<file path="src/exc_map.svh">
`ifndef EXC_MAP_SVH
`define EXC_MAP_SVH

// ****************************************************************
// execute-stage cycle and access counts at zero wait states
// ****************************************************************
`define EXC_CYC_SINGLE      5'h1
`define EXC_CYC_MUL_SB      5'h2
`define EXC_CYC_MUL_W       5'h4
`define EXC_CYC_MAC         5'h6
`define EXC_CYC_MAC_FRAC    5'h7
`define EXC_CYC_LD_B_AL     5'h2
`define EXC_CYC_LD_B_UN     5'h3
`define EXC_CYC_LD_W_AL     5'h2
`define EXC_CYC_LD_W_UN     5'h4
`define EXC_CYC_LD_D_AL     5'h3
`define EXC_CYC_LD_D_UN     5'h5
`define EXC_CYC_ST_B        5'h2
`define EXC_CYC_ST_W_AL     5'h2
`define EXC_CYC_ST_W_UN     5'h3
`define EXC_CYC_ST_D_AL     5'h3
`define EXC_CYC_ST_D_UN     5'h4
`define EXC_CYC_BIT_MOD     5'h4
`define EXC_CYC_BIT_TEST    5'h3
`define EXC_CYC_CTRL        5'h1
`define EXC_ACC_ONE         5'h1
`define EXC_ACC_TWO         5'h2
`define EXC_ACC_THREE       5'h3

// ****************************************************************
// pipeline refill after a flush, in cycles
// ****************************************************************
`define EXC_REFILL_CYC      2'h3

`endif

</file>
<file path="src/exc_pkg.sv">
package exc_pkg;

	// ****************************************************************
	// instruction classes seen by the execute stage
	// ****************************************************************
	typedef enum logic [4:0] {
		CL_SINGLE,
		CL_MUL_SB,
		CL_MUL_W,
		CL_MAC,
		CL_MAC_FRAC,
		CL_LD_B,
		CL_LD_W,
		CL_LD_D,
		CL_ST_B,
		CL_ST_W,
		CL_ST_D,
		CL_SAVE,
		CL_SAVE_RA,
		CL_RESTORE,
		CL_RESTORE_RA,
		CL_RESTORE_RET,
		CL_BIT_MOD,
		CL_BIT_TEST,
		CL_BRANCH,
		CL_SERIAL
	} exc_class_e;

	typedef struct packed {
		exc_class_e  cls;
		logic        aligned;
		logic [3:0]  nreg;
	} exc_issue_s;

	typedef struct packed {
		logic        busy;
		logic        calc;
		logic [4:0]  cyc_left;
		logic [4:0]  acc_left;
		logic        flush_on_end;
		logic        writes_reg;
		logic [1:0]  refill;
		logic        ready;
		logic        last;
		logic        access;
		logic        done;
		logic        wr;
		logic        flush;
		logic        stall;
	} exc_state_s;

endpackage

</file>
<file path="src/exc_cost.sv">
`timescale 1ns/100ps
`include "exc_map.svh"

module exc_cost (
	// instruction
	input  wire exc_pkg::exc_issue_s issue,
	// cost
	output logic [4:0]               cycles,
	output logic [4:0]               accesses
);

	logic [5:0] n6;
	logic [5:0] odd_acc;

	always_comb begin
		n6       = {2'h0, issue.nreg};
		odd_acc  = 6'(({n6[4:0], 1'h0} + n6 + 6'h1) >> 1);
		cycles   = `EXC_CYC_SINGLE;
		accesses = 5'h0;
		unique case (issue.cls)
			exc_pkg::CL_SINGLE, exc_pkg::CL_BRANCH, exc_pkg::CL_SERIAL: begin
				cycles = `EXC_CYC_SINGLE;
			end
			exc_pkg::CL_MUL_SB:   cycles = `EXC_CYC_MUL_SB;
			exc_pkg::CL_MUL_W:    cycles = `EXC_CYC_MUL_W;
			exc_pkg::CL_MAC:      cycles = `EXC_CYC_MAC;
			exc_pkg::CL_MAC_FRAC: cycles = `EXC_CYC_MAC_FRAC;
			exc_pkg::CL_LD_B: begin
				cycles   = issue.aligned ? `EXC_CYC_LD_B_AL : `EXC_CYC_LD_B_UN;
				accesses = `EXC_ACC_ONE;
			end
			exc_pkg::CL_LD_W: begin
				cycles   = issue.aligned ? `EXC_CYC_LD_W_AL : `EXC_CYC_LD_W_UN;
				accesses = issue.aligned ? `EXC_ACC_ONE : `EXC_ACC_TWO;
			end
			exc_pkg::CL_LD_D: begin
				cycles   = issue.aligned ? `EXC_CYC_LD_D_AL : `EXC_CYC_LD_D_UN;
				accesses = issue.aligned ? `EXC_ACC_TWO : `EXC_ACC_THREE;
			end
			exc_pkg::CL_ST_B: begin
				cycles   = `EXC_CYC_ST_B;
				accesses = `EXC_ACC_ONE;
			end
			exc_pkg::CL_ST_W: begin
				cycles   = issue.aligned ? `EXC_CYC_ST_W_AL : `EXC_CYC_ST_W_UN;
				accesses = issue.aligned ? `EXC_ACC_ONE : `EXC_ACC_TWO;
			end
			exc_pkg::CL_ST_D: begin
				cycles   = issue.aligned ? `EXC_CYC_ST_D_AL : `EXC_CYC_ST_D_UN;
				accesses = issue.aligned ? `EXC_ACC_TWO : `EXC_ACC_THREE;
			end
			exc_pkg::CL_SAVE: begin
				cycles   = 5'(n6 + (issue.aligned ? 6'h1 : 6'h2));
				accesses = 5'(n6 + (issue.aligned ? 6'h0 : 6'h1));
			end
			exc_pkg::CL_SAVE_RA: begin
				// pointer adjustment costs the extra cycle when unaligned
				cycles   = 5'(n6 + (issue.aligned ? 6'h1 : 6'h3));
				accesses = 5'(n6 + (issue.aligned ? 6'h0 : 6'h2));
			end
			exc_pkg::CL_RESTORE, exc_pkg::CL_RESTORE_RA, exc_pkg::CL_RESTORE_RET: begin
				if (issue.aligned) begin
					cycles   = 5'(n6 + 6'h2);
					accesses = 5'(n6);
				end else if (!n6[0]) begin
					cycles   = 5'({n6[4:0], 1'h0} + 6'h2);
					accesses = 5'(n6 + {1'h0, n6[5:1]});
				end else begin
					cycles   = 5'({n6[4:0], 1'h0} + 6'h3);
					accesses = odd_acc[4:0];
				end
				if (issue.cls == exc_pkg::CL_RESTORE_RET) begin
					cycles = 5'(cycles + 5'h1);
				end
			end
			exc_pkg::CL_BIT_MOD: begin
				cycles   = `EXC_CYC_BIT_MOD;
				accesses = `EXC_ACC_TWO;
			end
			exc_pkg::CL_BIT_TEST: begin
				cycles   = `EXC_CYC_BIT_TEST;
				accesses = `EXC_ACC_ONE;
			end
			default: begin
				cycles   = `EXC_CYC_SINGLE;
				accesses = 5'h0;
			end
		endcase
	end

endmodule

</file>
<file path="src/exc_timing.sv">
`timescale 1ns/100ps
`include "exc_map.svh"

module exc_timing (
	// clock and reset
	input  wire logic                clk,
	input  wire logic                arst_n,
	// decode-stage hand-off
	input  wire logic                issue_valid,
	input  wire exc_pkg::exc_issue_s issue,
	output logic                     issue_ready,
	// core bus status
	input  wire logic                mem_rdy,
	input  wire logic                fetch_busy,
	// execute-stage status
	output logic                     ex_busy,
	output logic                     last_cycle_indication,
	output logic                     bus_access,
	output logic                     ex_stall,
	output logic                     ex_done,
	output logic                     reg_write,
	output logic                     pipe_flush
);

	// ****************************************************************
	// state
	// ****************************************************************
	exc_pkg::exc_state_s st_r;
	exc_pkg::exc_state_s st_nxt;
	logic [4:0]          cost_cyc;
	logic [4:0]          cost_acc;
	logic                take;
	logic                in_access;
	logic                hold;
	logic                ending;

	exc_cost u_cost (
		.issue    (issue),
		.cycles   (cost_cyc),
		.accesses (cost_acc)
	);

	assign take      = issue_valid && st_r.ready;
	assign in_access = st_r.busy && !st_r.calc && (st_r.acc_left != 5'h0);
	// an access is held while memory inserts wait states or a fetch is pending
	assign hold      = in_access && (!mem_rdy || fetch_busy);
	assign ending    = st_r.busy && !hold && (st_r.cyc_left == 5'h1);

	// ****************************************************************
	// next state
	// ****************************************************************
	always_comb begin
		st_nxt       = st_r;
		st_nxt.done  = 1'b0;
		st_nxt.wr    = 1'b0;
		st_nxt.flush = 1'b0;
		st_nxt.stall = hold;
		if (st_r.refill != 2'h0) begin
			st_nxt.refill = st_r.refill - 2'h1;
		end
		if (st_r.busy && !hold) begin
			st_nxt.calc     = 1'b0;
			st_nxt.cyc_left = st_r.cyc_left - 5'h1;
			if (in_access) begin
				st_nxt.acc_left = st_r.acc_left - 5'h1;
			end
		end
		if (ending) begin
			st_nxt.busy  = 1'b0;
			st_nxt.done  = 1'b1;
			st_nxt.wr    = st_r.writes_reg;
			st_nxt.flush = st_r.flush_on_end;
			if (st_r.flush_on_end) begin
				st_nxt.refill = `EXC_REFILL_CYC;
			end
		end
		if (take) begin
			st_nxt.busy         = 1'b1;
			st_nxt.calc         = 1'b1;
			st_nxt.cyc_left     = cost_cyc;
			st_nxt.acc_left     = cost_acc;
			st_nxt.flush_on_end = (issue.cls == exc_pkg::CL_RESTORE_RET) ||
			                      (issue.cls == exc_pkg::CL_BRANCH) ||
			                      (issue.cls == exc_pkg::CL_SERIAL);
			unique case (issue.cls)
				exc_pkg::CL_ST_B, exc_pkg::CL_ST_W, exc_pkg::CL_ST_D, exc_pkg::CL_SAVE,
				exc_pkg::CL_SAVE_RA, exc_pkg::CL_BIT_MOD, exc_pkg::CL_BRANCH,
				exc_pkg::CL_SERIAL: begin
					st_nxt.writes_reg = 1'b0;
				end
				default: begin
					st_nxt.writes_reg = 1'b1;
				end
			endcase
		end
		st_nxt.ready  = !st_nxt.busy && (st_nxt.refill == 2'h0);
		st_nxt.last   = st_nxt.busy && (st_nxt.cyc_left == 5'h1);
		st_nxt.access = st_nxt.busy && !st_nxt.calc && (st_nxt.acc_left != 5'h0);
	end

	always_ff @(posedge clk or negedge arst_n) begin
		if (!arst_n) begin
			st_r <= '0;
		end else begin
			st_r <= st_nxt;
		end
	end

	assign issue_ready           = st_r.ready;
	assign ex_busy               = st_r.busy;
	assign last_cycle_indication = st_r.last;
	assign bus_access            = st_r.access;
	assign ex_stall              = st_r.stall;
	assign ex_done               = st_r.done;
	assign reg_write             = st_r.wr;
	assign pipe_flush            = st_r.flush;

	// ****************************************************************
	// checks
	// ****************************************************************
	logic bus_free;
	assign bus_free = mem_rdy && !fetch_busy;

	property p_single;
		@(posedge clk) disable iff (!arst_n)
		(take && issue.cls == exc_pkg::CL_SINGLE) |=> last_cycle_indication ##1 ex_done;
	endproperty
	a_single: assert property (p_single) else $error("single-cycle op not one cycle");

	property p_mul_word;
		@(posedge clk) disable iff (!arst_n)
		(take && issue.cls == exc_pkg::CL_MUL_W) |=> (!last_cycle_indication)[*3]
			##1 last_cycle_indication ##1 ex_done;
	endproperty
	a_mul_word: assert property (p_mul_word) else $error("word multiply not four cycles");

	property p_fetch_hold;
		@(posedge clk) disable iff (!arst_n)
		(bus_access && fetch_busy) |=> bus_access && !ex_done;
	endproperty
	a_fetch_hold: assert property (p_fetch_hold) else $error("access not held for fetch");

	property p_byte_load;
		@(posedge clk) disable iff (!arst_n)
		(take && issue.cls == exc_pkg::CL_LD_B && issue.aligned ##2 bus_free) |=> ex_done;
	endproperty
	a_byte_load: assert property (p_byte_load) else $error("aligned byte load not 2 cycles");

	property p_bit_mod;
		@(posedge clk) disable iff (!arst_n)
		(take && issue.cls == exc_pkg::CL_BIT_MOD ##2 bus_free[*2]) |=> ##1 ex_done;
	endproperty
	a_bit_mod: assert property (p_bit_mod) else $error("bit set/clear not 4 cycles");

	property p_write_done;
		@(posedge clk) disable iff (!arst_n)
		reg_write |-> ex_done && $past(ex_busy);
	endproperty
	a_write_done: assert property (p_write_done) else $error("write outside execute end");

	property p_last_before_done;
		@(posedge clk) disable iff (!arst_n)
		ex_done |-> $past(last_cycle_indication);
	endproperty
	a_last_before_done: assert property (p_last_before_done) else $error("done without last");

	property p_wait_state;
		@(posedge clk) disable iff (!arst_n)
		(bus_access && !mem_rdy) |=> bus_access && ex_busy;
	endproperty
	a_wait_state: assert property (p_wait_state) else $error("wait state not honoured");

	property p_refill;
		@(posedge clk) disable iff (!arst_n)
		pipe_flush |-> (!issue_ready)[*3] ##1 issue_ready;
	endproperty
	a_refill: assert property (p_refill) else $error("flush refill not three cycles");

	property p_mul_sbyte;
		@(posedge clk) disable iff (!arst_n)
		(take && issue.cls == exc_pkg::CL_MUL_SB) |=> !last_cycle_indication
			##1 last_cycle_indication ##1 ex_done;
	endproperty
	a_mul_sbyte: assert property (p_mul_sbyte) else $error("byte multiply not two cycles");

	property p_mac_frac;
		@(posedge clk) disable iff (!arst_n)
		(take && issue.cls == exc_pkg::CL_MAC_FRAC) |=> (!last_cycle_indication)[*6]
			##1 last_cycle_indication ##1 ex_done;
	endproperty
	a_mac_frac: assert property (p_mac_frac) else $error("fractional mac not seven cycles");

	property p_serial;
		@(posedge clk) disable iff (!arst_n)
		(take && issue.cls == exc_pkg::CL_SERIAL) |=> last_cycle_indication ##1 (ex_done && pipe_flush);
	endproperty
	a_serial: assert property (p_serial) else $error("serializing op did not flush");

	property p_flush_done;
		@(posedge clk) disable iff (!arst_n)
		pipe_flush |-> ex_done;
	endproperty
	a_flush_done: assert property (p_flush_done) else $error("flush away from instruction end");

	property p_done_pulse;
		@(posedge clk) disable iff (!arst_n)
		ex_done |=> !ex_done;
	endproperty
	a_done_pulse: assert property (p_done_pulse) else $error("done longer than one cycle");

	property p_stall_late;
		@(posedge clk) disable iff (!arst_n)
		ex_stall |-> bus_access && $past(bus_access);
	endproperty
	a_stall_late: assert property (p_stall_late) else $error("stall outside a held access");
endmodule

</file>
<file path="config.mk">
export PLATFORM = sky130hd
export DESIGN_NAME = exc_timing
export DESIGN_NICKNAME = d
export VERILOG_FILES = /design/src/exc_pkg.sv /design/src/exc_cost.sv /design/src/exc_timing.sv
export VERILOG_INCLUDE_DIRS = /design/src
export SDC_FILE = /design/constraint.sdc
export NUM_CORES = 1
export LEC_CHECK = 0
export BUFFER_PORTS_ARGS = -buffer_cell sky130_fd_sc_hd__buf_2
export CAP_MARGIN = 20
export CORE_ASPECT_RATIO = 0.8
export CORE_MARGIN = 3
export CORE_UTILIZATION = 60
export CTS_BUF_LIST = sky130_fd_sc_hd__clkbuf_2 sky130_fd_sc_hd__clkbuf_4 sky130_fd_sc_hd__clkbuf_8
export DETAILED_ROUTE_END_ITERATION = 10
export MAX_ROUTING_LAYER = met4
export PLACE_DENSITY = 0.86
export SLEW_MARGIN = 20
export SYNTH_ARGS = -nofsm -noshare
export SYNTH_HDL_FRONTEND = slang
export SYNTH_SLANG_ARGS = --single-unit
</file>
<file path="constraint.sdc">
create_clock -name clk -period 2.08 [get_ports clk]
set_input_delay 0.104 -clock clk [delete_from_list [all_inputs] [get_ports clk]]
set_output_delay 0.104 -clock clk [all_outputs]
set_load 0.02 [all_outputs]
</file>
Yosys cells after proc, flatten, opt, wreduce, memory -nomap -nowiden
Memories as Yosys holds them, arrays and structs flattened.
Index checks and enable logic that the tools add are counted.
{"block": "totals", "output_inout_bits": 8, "mem_count": 1, "rom_bits": 32, "register_bits": 23, "input_bits": 15, "elab_cells": 104}
{"memory": "(no name shown)", "depth": 32, "word_bits": 1, "read_ports": 1, "rd_clocked_by_memory_dff": 0, "wr": 0, "line": "exc_timing.sv:85", "source": "unique case (issue.cls)"}
{"block": "op_classes", "n_reduce_logical": 29, "mux": 25, "eq_ne": 21, "addsub": 14}
{"operator": "5-bit case mux with 12 select lines", "count": 1}
{"operator": "5-bit by 4-bit == test with 1-bit output (second input constant)", "count": 8}
{"operator": "5-bit two-way mux", "count": 7}
{"operator": "5-bit case mux with 7 select lines", "count": 1}
{"operator": "4-bit by 5-bit adder with 5-bit output", "count": 4}
{"operator": "5-bit by 3-bit == test with 1-bit output (second input constant)", "count": 4}
{"operator": "5-bit == test (second input constant)", "count": 4}
{"operator": "5-bit by 1-bit == test with 1-bit output (second input constant)", "count": 3}
{"operator": "14-bit two-way mux", "count": 1}
{"operator": "2-bit two-way mux", "count": 7}
{"operator": "3-bit two-way mux", "count": 4}
{"operator": "11-bit two-way mux", "count": 1}
{"operator": "5-bit by 2-bit adder with 5-bit output (second input constant)", "count": 2}
{"operator": "5-bit by 2-bit == test with 1-bit output (second input constant)", "count": 2}
{"operator": "1-bit logical AND", "count": 10}
{"operator": "5-bit nonzero test", "count": 2}
{"operator": "2-bit OR reduction", "count": 5}
{"operator": "5-bit by 1-bit subtractor with 5-bit output (second input constant)", "count": 2}
{"operator": "5-bit by 4-bit adder with 6-bit output", "count": 1}
{"operator": "6-bit by 1-bit adder with 6-bit output (second input constant)", "count": 1}
{"operator": "3-bit OR reduction", "count": 2}
{"operator": "4-bit by 2-bit adder with 5-bit output (second input constant)", "count": 1}
{"operator": "4-bit by 3-bit adder with 5-bit output", "count": 1}
{"operator": "5-bit by 1-bit adder with 5-bit output (second input constant)", "count": 1}
{"operator": "other kinds (6)", "count": 14}

Depth between registers and ports, before layout
{"block": "depth", "ltp_word": 12, "ltp_mapped": 14, "mapped_depth_nobuf": 12}

Hierarchy
Synthesis repeated with hierarchy kept, for this count alone.
{"block": "hier_totals", "hier_cells": 278, "area_unflattened_um2": 2346.0}
{"module": "exc_timing", "area_each_um2": 1253.7, "instances": 1, "seq_area_each_um2": 575.6, "cells_per_inst": 126}
{"module": "exc_cost", "area_each_um2": 1092.3, "instances": 1, "seq_area_each_um2": 0.0, "cells_per_inst": 152}

Worst setup path after synthesis
Ideal clock, no wire load.
{"block": "synth_timing", "path_type": "input to register", "startpoint": "in issue[7] in the netlist's numbering", "endpoint": "reg st_r, in the netlist last_cycle_indication", "stages": 14, "arrival_ns": 2.266, "required_ns": 1.984, "setup_slack_ns": -0.281, "n_path_buf": 2, "setup_time_ns": 0.096, "path_cell_list": "buf_4 > and3b_1 > clkbuf_1 > a21oi_1 > inv_1 > ha_1 > inv_1 > fa_1 > nand2b_1 > o22ai_1 > a21o_1 > o31ai_1 > nand4_1 > nor4_2"}
{"element": "start, declared", "line": "exc_timing.sv:10", "source": "input wire exc_pkg::exc_issue_s issue,"}
{"element": "end signal, assigned", "line": "exc_timing.sv:105", "source": "st_r <= st_nxt;"}
{"element": "end, declared", "line": "exc_timing.sv:28", "source": "exc_pkg::exc_state_s st_r;"}

==> results.cfg <==
[clocking]
root_buffer = clkbuf_8
clock-sinks = 23
cts_tree = yes
clk_latency_ns = 0.26
clk_pin_slew_ns = 0.08
h-tree-depth = 1
cts_made_buffers = 3
clk_path_buf_depth = 2

[timing]
clock_skew_ns = 0.00249
slew_headroom_pct = 59.5
setup_viol = 1
fmax_ghz = 0.461
period_share_pct = 104
drv_slew = 0
setup_ws_ns = -0.0890
tightest_slew_ns = 0.606
hold_viol_final = 0
rsz0062_at_grt = true
period_minus_slack_ns = 2.17

[detailed_routing]
drc = 0
via_per_inst = 6.24
dr.pass1.iters = 5
drtIter0Drc = 302
totalWireLength_um = 6770
drt-wirelength-per-cell_um = 17.1
num_vias = 2464
antenna_left = 0

[synthesis]
yosysTopAreaCell = dfrtp_1
syn_inst = 297
synth.avg_cell_area_um2 = 8.64
synth_area_leaders = dfrtp_1 22%, ha_1 7.8%, xnor2_1 3.8%, a21oi_1 3.7%, inv_1 3.7%
synth_top_area_share_pct = 22.4
ys_ff_latch = 23
syn_nets = 332
yosysSeqAreaShare_pct = 22.4
async_reset_ff_share_pct = 100
netlist_area_um2 = 2570
yosysWarnings = 0
synthFlopType = dfrtp_1
yosysUniqueCellTypes = 78
synth-edff-count = 0

[global_routing]
gr-total-overflow = 0
grt_start_max_net_pins = 27
grt_pass1_wl_um = 10800
grt_use_total_pct = 27.5
grt_pass1_vias = 2297
antenna_found_initial = 0

[finish]
drive_above_1_share_pct = 29.7
multi_input_area_um2 = 1790
postLayoutCellArea_um2 = 2970
diodes = 0
syn2layout_area_growth_pct = 15.8
layout.nets = 376
ff_latch_area_um2 = 576
fillerInstances = 308

[run_status]
failed_checks = setup timing
status = finished with violations

[setup_path]
worst_ep_required_time_ns = 2.24
cp.arrival_ns = 2.33
critical_path_class = reg -> reg
crit_path_end_kind = flop
cp_max_fo = 3
critPathLaunchType = flop

[power]
leakagePower_nw = 1.36
ir_drop_mv = 0.683
power_w = 0.00254
power.density_nw_per_um2 = 856

[place]
place_hpwl_um = 4980
gp_congestion = 1.00
postPlaceCellArea_um2 = 2810
post-place-ws_ns = -0.195
port_buffers = 22

[job]
maxCapViolations = 0

[floorplan]
initial_core_util_pct = 64.9
boundaryPins = 23
die_w_um = 79.1
fp.dieArea_um2 = 5100
coreArea_um2 = 3950
rows = 20
die_y_um = 64.5

[min_path]
worstHoldPathType = in -> reg
-- cells in the final DEF (no fill, tap or decap), types with 5 or more instances in the layout --
cell type and instances:
buf_2 22, ha_1 14, a31oi_1 6, xnor2_1 11
o21ai_0 14, nor2_1 15, nand2_1 24, a21oi_1 18
dfrtp_1 23, buf_4 34, nor3_1 7, inv_1 22
nand3_1 8, nand2b_1 7, mux2i_1 5
-- report_power, final --
group,internal [W],leakage [nW],switching (W),total (W)
registers,0.000597,0.297,0.000153,0.000749
logic,0.000704,1.04,0.000825,0.00153
clock network,0.000133,0.0255,0.000133,0.000267
-- synthesized netlist by cell type (all sizes together) (3+ instances only) --
master	instances
o32ai	3
nand3	8
nor2b	4
nand2	25
inv	25
nor4b	3
xor2	4
nor4	4
mux2i	6
fa	4
nand2b	8
dfrtp	23
o31ai	7
nand4	3
xnor2	11
clkbuf	5
or3	3
nor2	17
ha	16
buf	15
or2	3
o21ai	18
o22ai	4
a31oi	6
nor3	7
or3b	5
a21oi	22
nand3b	3
-- worst paths after layout --
| path | start | end | slack (ns) | depth (start not counted) |
|---|---|---|---|---|
| max | st_r[16]$_DFF_PN0_ | last_cycle_indication$_DFF_PN0_ | -0.09 | 8 |
| min | issue[6] | st_r[10]$_DFFE_PN0P_ | 0.33 | 4 |
| max reg2reg | st_r[16]$_DFF_PN0_ | last_cycle_indication$_DFF_PN0_ | -0.09 | 8 |
| min reg2reg | st_r[7]$_DFF_PN0_ | st_r[7]$_DFF_PN0_ | 0.45 | 1 |
| max in group asynchronous | arst_n | bus_access$_DFF_PN0_ | 1.41 | 2 |
| min in group asynchronous | arst_n | issue_ready$_DFF_PN0_ | 0.34 | 2 |
-- repair_timing --
| action | 4_1_cts | 5_1_grt |
|---|---|---|
| gates resized for setup | 2 | 12 |
| hold endpoints to repair | 23 | 0 |
| endpoints found under the setup margin | 2 | 4 |
| buffers inserted | 2 | 5 |
| hold buffers | 1 | 0 |
| pin swaps | 1 | 10 |
-- cell type report --
class	instances	area share (%)
Multi-Input combinational cell	229	60.2
Sequential cell	23	19.4
Timing Repair Buffer	59	13.4
Inverter	25	3.16
Tap cell	55	2.32
Clock buffer	3	1.39
Clock inverter	1	0.168
-- layer usage --
layer	up-vias	global-route usage (%)	routed length (µm)	share of wire, %
li1	1148	-	-	-
met1	1163	38.7	3000	44
met2	136	42.9	3090	46
met3	17	4.72	556	8.2
met4	0	3.86	126	1.9
met5	-	-	0	0
-- worst max-delay path, stage by stage, from the launching register on --
cell and delay, ns:
dfrtp_1 0.42, inv_1 0.10, ha_1 0.20, nor4bb_2 0.40, o31ai_2 0.13, xnor2_1 0.16
a32oi_1 0.17, o21ai_1 0.16, nor4_2 0.34
-- sequential cells by signal, indices dropped and copies added (netlist names) --
| register | count |
|---|---|
| bus_access | 1 |
| ex_busy | 1 |
| pipe_flush | 1 |
| ex_stall | 1 |
| ex_done | 1 |
| issue_ready | 1 |
| last_cycle_indication | 1 |
| st_r | 15 |
| reg_write | 1 |
-- cell families after synthesis --
kind of cell	count (synthesis)	share of synthesized area [%]
and+or+nand+nor	107	25.8
AOI/OAI and AO/OA	80	22.0
buffers and inverters	45	10.0
DFF	23	22.4
adders and majority gates	20	10.9
xor gates and xnor gates	15	5.41
muxes	7	3.41
-- per-stage QoR --
stage | setup TNS, ns | hold WS (ns) | std cells | util (%)
after floorplan | -0.0935 | -0.192 | 297 | -
after global placement | -0.189 | 0.0916 | 383 | 71.1
after detailed placement | -0.346 | 0.0953 | 383 | 71.1
after CTS | 0 | 0.292 | 390 | 73.2
after global routing | -0.245 | 0.331 | 395 | 75.2
final | -0.0890 | 0.334 | 395 | 75.2
Note: power is estimated with default switching activity, not from simulation.
